$ cat src/common/charger_option_pkg.sv
// Constants and carrier types for the charger option register block.
// Assumes a single core clock domain and a serial register port on the device pins.
package charger_option_pkg;

    localparam logic [7:0] opt_offset = 8'h00;
    localparam logic [7:0] opt_reset = 8'h0e;

    localparam int bit_reserved = 7;
    localparam int bit_short_hiccup_disable = 6;
    localparam int bit_learn = 5;
    localparam int bit_input_monitor_gain_sel = 4;
    localparam int bit_battery_monitor_gain_sel = 3;
    localparam int bit_battery_switch_linear_enable = 2;
    localparam int bit_input_limit_loop_enable = 1;
    localparam int bit_charge_disable = 0;

    localparam int gain_w = 6;
    localparam logic [5:0] input_gain_low = 6'h14;
    localparam logic [5:0] input_gain_high = 6'h28;
    localparam logic [5:0] battery_gain_low = 6'h08;
    localparam logic [5:0] battery_gain_high = 6'h10;

    localparam logic [3:0] bits_per_byte = 4'h8;
    localparam logic [6:0] default_dev_addr = 7'h2a;

    typedef struct packed {
        logic short_hiccup_trigger;
        logic battery_switch_full_on;
        logic switching_halt;
        logic learn_mode;
        logic precharge_clamp_enable;
        logic input_limit_loop_enable;
        logic charge_disable;
        logic [5:0] input_monitor_gain;
        logic [5:0] battery_monitor_gain;
    } charger_ctrl_t;

    typedef struct packed {
        logic stb;
        logic [7:0] addr;
        logic [7:0] data;
    } reg_write_t;

endpackage

$ cat src/rtl/charger_option_bank.sv
// Option register and the control levels it drives.
// Assumes writes arrive as one-cycle strobes from the serial port logic.
`timescale 1ns/1ps
module charger_option_bank
(
    input wire logic core_clk,
    input wire logic rst,
    input wire charger_option_pkg::reg_write_t wr,
    input wire logic [7:0] rd_addr,
    output logic [7:0] rd_data,
    input wire logic sys_below_min,
    output charger_option_pkg::charger_ctrl_t ctrl,
    output logic [7:0] option_value
);

    function automatic logic opt_hit(input logic [7:0] a);
        return a == charger_option_pkg::opt_offset;
    endfunction

    logic [7:0] opt;
    logic [7:0] next_opt;
    charger_option_pkg::charger_ctrl_t next_ctrl;

    always_comb
    begin
        next_opt = opt;
        if (wr.stb && opt_hit(wr.addr))
        begin
            next_opt = wr.data;
        end
        next_ctrl.short_hiccup_trigger = sys_below_min
            && !opt[charger_option_pkg::bit_short_hiccup_disable];
        next_ctrl.learn_mode = opt[charger_option_pkg::bit_learn];
        next_ctrl.switching_halt = opt[charger_option_pkg::bit_learn];
        next_ctrl.battery_switch_full_on = opt[charger_option_pkg::bit_learn]
            || !opt[charger_option_pkg::bit_battery_switch_linear_enable];
        next_ctrl.precharge_clamp_enable =
            opt[charger_option_pkg::bit_battery_switch_linear_enable];
        next_ctrl.input_limit_loop_enable =
            opt[charger_option_pkg::bit_input_limit_loop_enable];
        next_ctrl.charge_disable = opt[charger_option_pkg::bit_charge_disable];
        next_ctrl.input_monitor_gain = opt[charger_option_pkg::bit_input_monitor_gain_sel]
            ? charger_option_pkg::input_gain_high : charger_option_pkg::input_gain_low;
        next_ctrl.battery_monitor_gain = opt[charger_option_pkg::bit_battery_monitor_gain_sel]
            ? charger_option_pkg::battery_gain_high
            : charger_option_pkg::battery_gain_low;
    end

    always_ff @(posedge core_clk or posedge rst)
    begin
        if (rst)
        begin
            opt <= charger_option_pkg::opt_reset;
            ctrl <= '0;
            option_value <= charger_option_pkg::opt_reset;
        end
        else
        begin
            opt <= next_opt;
            ctrl <= next_ctrl;
            option_value <= next_opt;
        end
    end

    // Whole byte read back, reserved bit included; unmapped offsets read zero
    assign rd_data = opt_hit(rd_addr) ? opt : 8'h00;

    ////////////////////////////////////////////////////////////////////////////
    property p_reset_value;
        @(posedge core_clk) disable iff (rst)
        $past(rst) |-> opt == charger_option_pkg::opt_reset;
    endproperty
    a_reset_value: assert property (p_reset_value) else $error("bad reset value");

    property p_write_all;
        @(posedge core_clk) disable iff (rst)
        wr.stb && opt_hit(wr.addr) |=> opt == $past(wr.data) && option_value == opt;
    endproperty
    a_write_all: assert property (p_write_all) else $error("write not stored");

    property p_miss_keeps;
        @(posedge core_clk) disable iff (rst)
        wr.stb && !opt_hit(wr.addr) |=> $stable(opt);
    endproperty
    a_miss_keeps: assert property (p_miss_keeps) else $error("unmapped write changed reg");

    property p_hiccup_off;
        @(posedge core_clk) disable iff (rst)
        wr.stb && opt_hit(wr.addr) && wr.data[charger_option_pkg::bit_short_hiccup_disable]
        |-> ##2 !ctrl.short_hiccup_trigger;
    endproperty
    a_hiccup_off: assert property (p_hiccup_off) else $error("hiccup not disabled");

    property p_learn;
        @(posedge core_clk) disable iff (rst)
        wr.stb && opt_hit(wr.addr) && wr.data[charger_option_pkg::bit_learn]
        |-> ##2 ctrl.switching_halt && ctrl.battery_switch_full_on;
    endproperty
    a_learn: assert property (p_learn) else $error("learn mode not entered");

    property p_input_gain;
        @(posedge core_clk) disable iff (rst)
        wr.stb && opt_hit(wr.addr) |-> ##2 ctrl.input_monitor_gain
            == ($past(wr.data[charger_option_pkg::bit_input_monitor_gain_sel], 2)
            ? charger_option_pkg::input_gain_high : charger_option_pkg::input_gain_low);
    endproperty
    a_input_gain: assert property (p_input_gain) else $error("input gain wrong");

    property p_battery_gain;
        @(posedge core_clk) disable iff (rst)
        wr.stb && opt_hit(wr.addr) |-> ##2 ctrl.battery_monitor_gain
            == ($past(wr.data[charger_option_pkg::bit_battery_monitor_gain_sel], 2)
            ? charger_option_pkg::battery_gain_high : charger_option_pkg::battery_gain_low);
    endproperty
    a_battery_gain: assert property (p_battery_gain) else $error("battery gain wrong");

    property p_linear_off;
        @(posedge core_clk) disable iff (rst)
        wr.stb && opt_hit(wr.addr) && !wr.data[charger_option_pkg::bit_battery_switch_linear_enable]
        |-> ##2 ctrl.battery_switch_full_on && !ctrl.precharge_clamp_enable;
    endproperty
    a_linear_off: assert property (p_linear_off) else $error("switch not fully on");

    property p_loop;
        @(posedge core_clk) disable iff (rst)
        wr.stb && opt_hit(wr.addr)
        |-> ##2 ctrl.input_limit_loop_enable
            == $past(wr.data[charger_option_pkg::bit_input_limit_loop_enable], 2);
    endproperty
    a_loop: assert property (p_loop) else $error("input loop enable wrong");

    property p_inhibit;
        @(posedge core_clk) disable iff (rst)
        wr.stb && opt_hit(wr.addr)
        |-> ##2 ctrl.charge_disable
            == $past(wr.data[charger_option_pkg::bit_charge_disable], 2);
    endproperty
    a_inhibit: assert property (p_inhibit) else $error("charge inhibit wrong");

endmodule

$ cat src/rtl/charger_option_ctrl.sv
// Serial register port slave and the charger option register.
// Assumes scl and sda_in are already synchronous to core_clk; no clock stretching.
//
// Functional notes
// - Bit 6 set stops hiccup protection even with system rail below 2.4 V.
// - Bit 5 set enters learn mode: battery switch on, switching halted.
// - Bit 4 picks input monitor gain, 20x when clear, 40x when set.
// - Bit 3 picks battery monitor gain, 8x when clear, 16x when set.
// - Bit 2 clear keeps battery switch fully on, no 384mA precharge clamp.
// - Bit 1 clear disables the input current regulation loop.
// - Bit 0 set inhibits charging until cleared.
// - Register sits at offset 0x00 and resets to 0x0E.
`timescale 1ns/1ps
module charger_option_ctrl
#(
    parameter logic [6:0] dev_addr = charger_option_pkg::default_dev_addr
)
(
    input wire logic core_clk,
    input wire logic rst,
    input wire logic scl,
    input wire logic sda_in,
    output logic sda_out,
    output logic sda_oe,
    input wire logic sys_below_min,
    output charger_option_pkg::charger_ctrl_t ctrl,
    output logic [7:0] option_value
);

    typedef enum logic [6:0]
    {
        st_idle = 7'h01,
        st_addr = 7'h02,
        st_ptr = 7'h04,
        st_wdata = 7'h08,
        st_ack = 7'h10,
        st_rdata = 7'h20,
        st_rack = 7'h40
    } port_state_t;

    ////////////////////////////////////////////////////////////////////////////
    // Pin edge detection
    logic scl_q;
    logic scl_d;
    logic sda_q;
    logic sda_d;
    logic scl_rise;
    logic scl_fall;
    logic start_seen;
    logic stop_seen;

    always_ff @(posedge core_clk or posedge rst)
    begin
        if (rst)
        begin
            scl_q <= 1'b1;
            scl_d <= 1'b1;
            sda_q <= 1'b1;
            sda_d <= 1'b1;
        end
        else
        begin
            scl_q <= scl;
            scl_d <= scl_q;
            sda_q <= sda_in;
            sda_d <= sda_q;
        end
    end

    assign scl_rise = scl_q && !scl_d;
    assign scl_fall = !scl_q && scl_d;
    assign start_seen = scl_q && scl_d && sda_d && !sda_q;
    assign stop_seen = scl_q && scl_d && !sda_d && sda_q;

    ////////////////////////////////////////////////////////////////////////////
    // Byte-level port state
    port_state_t state;
    port_state_t next_state;
    port_state_t follow;
    port_state_t next_follow;
    logic [3:0] cnt;
    logic [3:0] next_cnt;
    logic [7:0] shift;
    logic [7:0] next_shift;
    logic [7:0] ptr;
    logic [7:0] next_ptr;
    logic next_sda_oe;
    charger_option_pkg::reg_write_t wr;
    charger_option_pkg::reg_write_t next_wr;
    logic [7:0] rd_data;

    always_comb
    begin
        next_state = state;
        next_follow = follow;
        next_cnt = cnt;
        next_shift = shift;
        next_ptr = ptr;
        next_sda_oe = sda_oe;
        next_wr = wr;
        next_wr.stb = 1'b0;
        if (stop_seen)
        begin
            next_state = st_idle;
            next_sda_oe = 1'b0;
        end
        else if (start_seen)
        begin
            next_state = st_addr;
            next_cnt = 4'h0;
            next_sda_oe = 1'b0;
        end
        else
        begin
            unique case (state)
                st_idle:
                begin
                    next_sda_oe = 1'b0;
                end
                st_addr, st_ptr, st_wdata:
                begin
                    if (scl_rise)
                    begin
                        next_shift = {shift[6:0], sda_q};
                        next_cnt = cnt + 4'h1;
                    end
                    else if (scl_fall && cnt == charger_option_pkg::bits_per_byte)
                    begin
                        next_sda_oe = 1'b1;
                        next_state = st_ack;
                        next_follow = st_wdata;
                        if (state == st_addr)
                        begin
                            next_follow = shift[0] ? st_rdata : st_ptr;
                            if (shift[7:1] != dev_addr)
                            begin
                                next_sda_oe = 1'b0;
                                next_state = st_idle;
                            end
                        end
                        else if (state == st_ptr)
                        begin
                            next_ptr = shift;
                        end
                        else
                        begin
                            // Whole byte lands at once, reserved bit as sent
                            next_wr.stb = 1'b1;
                            next_wr.addr = ptr;
                            next_wr.data = shift;
                            next_ptr = ptr + 8'h01;
                        end
                    end
                end
                st_ack, st_rack:
                begin
                    if (state == st_rack && scl_rise && sda_q)
                    begin
                        next_state = st_idle;
                    end
                    else if (scl_fall)
                    begin
                        next_cnt = 4'h0;
                        next_state = (state == st_rack) ? st_rdata : follow;
                        next_sda_oe = 1'b0;
                        if (state == st_rack || follow == st_rdata)
                        begin
                            next_shift = rd_data;
                            next_sda_oe = !rd_data[7];
                            next_ptr = ptr + 8'h01;
                        end
                    end
                end
                st_rdata:
                begin
                    if (scl_rise)
                    begin
                        next_cnt = cnt + 4'h1;
                    end
                    else if (scl_fall)
                    begin
                        if (cnt == charger_option_pkg::bits_per_byte)
                        begin
                            next_sda_oe = 1'b0;
                            next_state = st_rack;
                        end
                        else
                        begin
                            next_shift = {shift[6:0], 1'b0};
                            next_sda_oe = !shift[6];
                        end
                    end
                end
                default:
                begin
                    next_state = st_idle;
                    next_sda_oe = 1'b0;
                end
            endcase
        end
    end

    always_ff @(posedge core_clk or posedge rst)
    begin
        if (rst)
        begin
            state <= st_idle;
            follow <= st_idle;
            cnt <= 4'h0;
            shift <= 8'h00;
            ptr <= 8'h00;
            sda_oe <= 1'b0;
            sda_out <= 1'b0;
            wr <= '0;
        end
        else
        begin
            state <= next_state;
            follow <= next_follow;
            cnt <= next_cnt;
            shift <= next_shift;
            ptr <= next_ptr;
            sda_oe <= next_sda_oe;
            sda_out <= 1'b0;
            wr <= next_wr;
        end
    end

    ////////////////////////////////////////////////////////////////////////////
    // Register and control levels
    charger_option_bank u_bank
    (
        .core_clk(core_clk),
        .rst(rst),
        .wr(wr),
        .rd_addr(ptr),
        .rd_data(rd_data),
        .sys_below_min(sys_below_min),
        .ctrl(ctrl),
        .option_value(option_value)
    );

    property p_write_acked;
        @(posedge core_clk) disable iff (rst)
        wr.stb |-> sda_oe && state == st_ack && ptr == wr.addr + 8'h01;
    endproperty
    a_write_acked: assert property (p_write_acked) else $error("write without ack");

    property p_stop_releases;
        @(posedge core_clk) disable iff (rst)
        stop_seen |=> !sda_oe && state == st_idle;
    endproperty
    a_stop_releases: assert property (p_stop_releases) else $error("stop not honoured");

endmodule

$ cat config.mk
export PLATFORM = sky130hd
export DESIGN_NAME = charger_option_ctrl
export DESIGN_NICKNAME = d
export VERILOG_FILES = /design/src/common/charger_option_pkg.sv /design/src/rtl/charger_option_bank.sv /design/src/rtl/charger_option_ctrl.sv
export SDC_FILE = /design/constraint.sdc
export NUM_CORES = 1
export LEC_CHECK = 0
export BUFFER_PORTS_ARGS = -buffer_cell sky130_fd_sc_hd__buf_2
export CORE_ASPECT_RATIO = 1.2
export CORE_UTILIZATION = 40
export CTS_CLUSTER_SIZE = 10
export DETAILED_ROUTE_END_ITERATION = 12
export PLACE_DENSITY = 0.68
export SYNTH_ARGS = -nofsm -noshare
export SYNTH_HDL_FRONTEND = slang
export SYNTH_HIERARCHICAL = 1
export SYNTH_SLANG_ARGS = --single-unit
export TNS_END_PERCENT = 5
$ cat constraint.sdc
create_clock -name core_clk -period 4.9 [get_ports core_clk]
set_input_delay 0.98 -clock core_clk [delete_from_list [all_inputs] [get_ports core_clk]]
set_output_delay 0.98 -clock core_clk [all_outputs]
set_load 0.01 [all_outputs]
* Yosys cells after proc, flatten, opt, wreduce, memory -nomap -nowiden
Cells that the tools add are included.
** Operators by class
- Add/subtract/negate cells :: 2
- Eq/ne operators :: 32
- Multiplexer cells :: 59
- Bitwise logic cells :: 5
- Reduce and logical (&&, ||, !) cells :: 37
** Operators by type and width (count)
- $mux 8 :: 15
- $mux 17 :: 7
- $mux 7 :: 10
- $ne 4x4->1 const B :: 7
- $pmux 7 s4 :: 1
- $pmux 8 s3 :: 1
- $ne 2x2->1 const B :: 10
- $mux 6 :: 3
- $logic_not 8->1 :: 2
- $mux 4 :: 4
- $pmux 8 s2 :: 1
- $mux 5 :: 3
- $eq 7x6->1 const B :: 2
- $reduce_and 7->1 :: 2
- $logic_and 1x1->1 :: 12
- $mux 1 :: 12
- $reduce_and 10->1 :: 1
- $reduce_and 5->1 :: 2
- $ne 3x3->1 const B :: 3
- $reduce_and 9->1 :: 1
- $add 8x1->8 const B :: 1
- $logic_not 1->1 :: 8
- $pmux 4 s2 :: 1
- $eq 7x1->1 const B :: 1
- other kinds (19) :: 25
** Word-level totals
- Register bits :: 82
- Input bits :: 5
- Output and inout port bits :: 29

* Longest topological paths before layout
- Word-level depth :: 9
- Mapped depth :: 8
- Mapped depth without buffers :: 7

* Cells and area by module
Netlist, hierarchy kept.
** Modules (own cells, without submodules)
- charger_option_ctrl :: instances 1, cells an instance 277, area each 3035.4 um^2, sequential area each 1333.8 um^2
- charger_option_bank :: instances 1, cells an instance 61, area each 789.5 um^2, sequential area each 454.2 um^2

* Worst setup path before layout
No wires, ideal clock.
- Path type :: reg-to-reg
- From :: register state[3]
- To :: register shift[1]
- Arrival :: 1975 ps
- Required time :: 4775 ps
- Setup slack :: 2801 ps
- Cell stages (with the launch flop) :: 7
- Buffers on the path :: 2
- Clock period less this slack :: 2099 ps
- Cell sequence :: dfrtp_1 > buf_6 > or4_4 > a211oi_4 > buf_6 > mux2_2 > mux2_2
** On the way
- Word-level cells in the longest chain between the ends :: 5
** Ends and longest elaborated chain
- start: declaration :: RTL line charger_option_ctrl.sv:77 : port_state_t state;
- start signal: assignment :: RTL line charger_option_ctrl.sv:207 : state <= st_idle;
- start signal: assignment :: RTL line charger_option_ctrl.sv:218 : state <= next_state;
- $eq 7x7->1 :: RTL line charger_option_ctrl.sv:115, charger_option_ctrl.sv:157, charger_option_ctrl.sv:166
- $logic_and 1x1->1 (2 in series) :: RTL line charger_option_ctrl.sv:157 : if (state == st_rack && scl_rise && sda_q)
- $ne 2x2->1 (no source line)
- $reduce_and 10->1 (no source line)
- end signal: assignment :: RTL line charger_option_ctrl.sv:221 : shift <= next_shift;
- end: declaration :: RTL line charger_option_ctrl.sv:83 : logic [7:0] shift;
Several ways; a longest one is shown, not always the timed one.
A chain may end at the register's enable or synchronous reset.

* Worst setup path after layout
- From :: register state[5]
- To :: register, netlist name wr[2]
** On the way
- Word-level cells in the longest chain between the ends :: 3
** Ends and longest elaborated chain (RTL line)
- $eq 7x2->1, or another cell as far along :: charger_option_ctrl.sv:115, charger_option_ctrl.sv:132
- $reduce_or 3->1 or $not 1->1 (tied branches)
- $reduce_and 7->1 (no source line) (*)
Every way passes the cells marked *; elsewhere a longest branch is shown, timed or not.

==> impl_metrics.toml <==
[yosys]
synth_enable_flop_cells = 0
yosysTopAreaCell = "dfrtp_1"
syn_area_mm2 = 0.003825
yosys_warnings = 6
ys.flop_type = "dfrtp_1"
synth-seq-cells = 71
synth_top_area_share_pct = 40.56
avgSynthCellArea_um2 = 11.32
synth.distinct_cells = 66
yosysSeqAreaShare_pct = 46.75
synth_top_cells_by_area = "dfrtp_1 41%, mux2_2 8.8%, dfstp_2 6.2%, mux2_4 4.3%, buf_4 3.5%"
synth_async_sr_flop_share_pct = 100.0
netlist_instances = 338

[hold_path]
min_to = "u_bank/ctrl[13]"
hold_class = "flop to flop"
worstHoldPathCells = 0
hold_start = "u_bank/opt[1]"

[clocking]
cts_tree = "yes"
cts_buffer_depth = 2
clock_latency_ns = 0.35
cts_htree_levels = 3
cts_root_buffer = "clkbuf_8"
post-cts-setup-buffers = 0
hold_buffers = 0
clk_pin_slew_ns = 0.08
cts_sinks = 71
cts_resized = 0
cts-buffers-inserted = 9

[layout]
final_common_cell = "dfrtp_1"
layout.nets = 358
final_cell_mix = "62 x dfrtp_1, 30 x mux2_2, 26 x buf_2"
area_growth_pct = 8.767
final_layout_size_suffix_gt1_share_pct = 32.68
antenna_cells = 0

[worst_setup_path]
r2r-end = "wr[2]"
crit_start = "state[5]"
critPathRequiredTime_ns = 5.13
cp_max_fo = 20
r2r_cells = 4
ff2ff_setup_slack_ns = 2.22
endpoint_kind = "flop"
cp-start-kind = "flop"
cp.arrival_ns = 2.92
critPathKind = "flop to flop"
r2r-start = "state[5]"

[power_and_ir_drop]
pwr-share-comb_pct = 8.6
p_per_area_mw_per_mm2 = 318.3
switching_share_pct = 25.37
clkPwrFrac_pct = 44.3
p_int_uw = 988.2
power_frac_seq_pct = 47.1
leakagePower_nw = 1.961
vdd_drop_max_uv = 128.3
power_switching_uw = 335.9
p_total_mw = 1.324

[detailed_routing]
vias = 2567
routedWlPerCell_um = 16.15
drc = 0
dr.pass1.iters = 4
dr.first_iter.drc_count = 96
viasPerCell = 5.404
detail-route-antenna-nets = 0
drt_wl_total_um = 7669

[sta]
period_share_pct = 54.78
fmax_mhz = 372.5
skew_ns = 0.01098
maxSlewViolCount = 0
worstMarginPinSlew_ns = 1.104
fin_crit_ns = 2.684
max_slew_margin_pct = 26.32
setup_violations = 0
final_hold_viol_count = 0
grt_setup_unrepaired = "no"
setup_tns_ns = 0

[global_route]
grtUsageTotal_pct = 16.77
grt_pass1_vias = 2462
grt_pass1_wl_um = 12790
grt_max_degree = 54
antenna_found_initial = 0
gr-total-overflow = 0

[floorplan]
die_h_um = 109.1
io_pins = 34
fp-row-count = 38
start_util_pct = 41.68
coreArea_mm2 = 0.009176
die_w_um = 91.27
dieArea_mm2 = 0.009959

[flow_run]
drv_cap = 0

[place]
hpwl_um = 5551
gp_congestion = 0.8155
port_buffers = 26

[outcome]
status = "completed"
flip-flops by register name (all words and copies together) (netlist names), 4 cells and up:
name	cells
cnt	4
follow	4
ptr	8
shift	8
state	7
u_bank/ctrl	10
u_bank/opt	8
wr	17
critical path, stage by stage, from the launching register on:
cell,delay (ns)
dfrtp_1,0.59
nor4_4,0.63
nand2_1,0.53
nand3b_4,0.43
mux2_2,0.38
layer usage:
layer	GRT usage [%]	vias to the layer above	routed length (um)
met5	0	-	0
met4	5.329	0	130
met3	4.393	10	278
met2	29.11	64	3866
met1	20.42	1256	3393
li1	-	1237	-
layout make-up:
type | instances | area, um^2
Clock buffer | 9 | 123.9
Clock inverter | 7 | 127.6
Fill cell | 863 | 5016
Inverter | 15 | 56.30
Multi-Input combinational cell | 227 | 1784
Sequential cell | 71 | 1788
Tap cell | 120 | 150.1
Timing Repair Buffer | 26 | 130.1
through the flow:
stage,worst slack (ns),utilization (%),cells,hold slack [ns],instance area [um^2]
after global routing,2.090,45.34,475,0.4244,4160
after CTS,2.234,45.34,475,0.4195,4160
after detailed placement,2.241,42.60,459,0.4078,3909
after global placement,2.310,42.60,459,0.4038,3909
final,2.216,45.34,475,0.4183,4160
after floorplan,2.644,-,343,0.3533,3844
synth_stat cells (3+ instances only):
master,number
nor3_1,6
a21oi_1,7
nand2_1,20
ha_1,3
buf_6,4
dfrtp_1,62
inv_1,15
mux2i_1,5
o21ai_0,20
clkbuf_1,4
nor2b_1,6
buf_2,4
a41oi_1,6
mux2_2,30
and2_1,7
nor4b_1,3
a22o_1,3
nor2_1,8
o22ai_1,3
a21o_1,4
nand4b_1,3
dfstp_2,9
nand2b_1,7
nand3_1,15
mux2_4,11
buf_4,18
nand4_1,4
power groups by stage:
stage | sequential, mW | combinational [mW] | clock, mW
after floorplan | 0.617 | 0.109 | 0
final | 0.624 | 0.113 | 0.587
after global routing | 0.628 | 0.124 | 0.626
after CTS | 0.624 | 0.114 | 0.600
after detailed placement | 0.636 | 0.113 | 0
after global placement | 0.635 | 0.112 | 0
cell families (layout without fill, tap and decap cells):
group           Yosys count  count (layout)  share of synthesized area (%)
xor+xnor                  4               4                         0.9161
mux                      46              46                          14.46
buf+inv                  45              57                          7.098
other cells               2               7                         0.1963
fa+ha+maj                 3               3                         0.9815
flops                    71              71                          46.75
compound gates           64              64                          12.23
simple gates            103             103                          17.37
worst max path at each step:
| stage | end | depth (start not counted) | slack, ns |
|---|---|---|---|
| 6_report | wr[2] | 4 | 2.22 |
| 3_5_place_dp | wr[4] | 4 | 2.24 |
| 2_1_floorplan | cnt[0] | 1 | 2.64 |
| 3_3_place_gp | wr[5] | 4 | 2.31 |
| 5_1_grt | wr[6] | 4 | 2.09 |
| 4_1_cts | wr[3] | 4 | 2.23 |
Note: power is estimated with default switching activity, not from simulation.
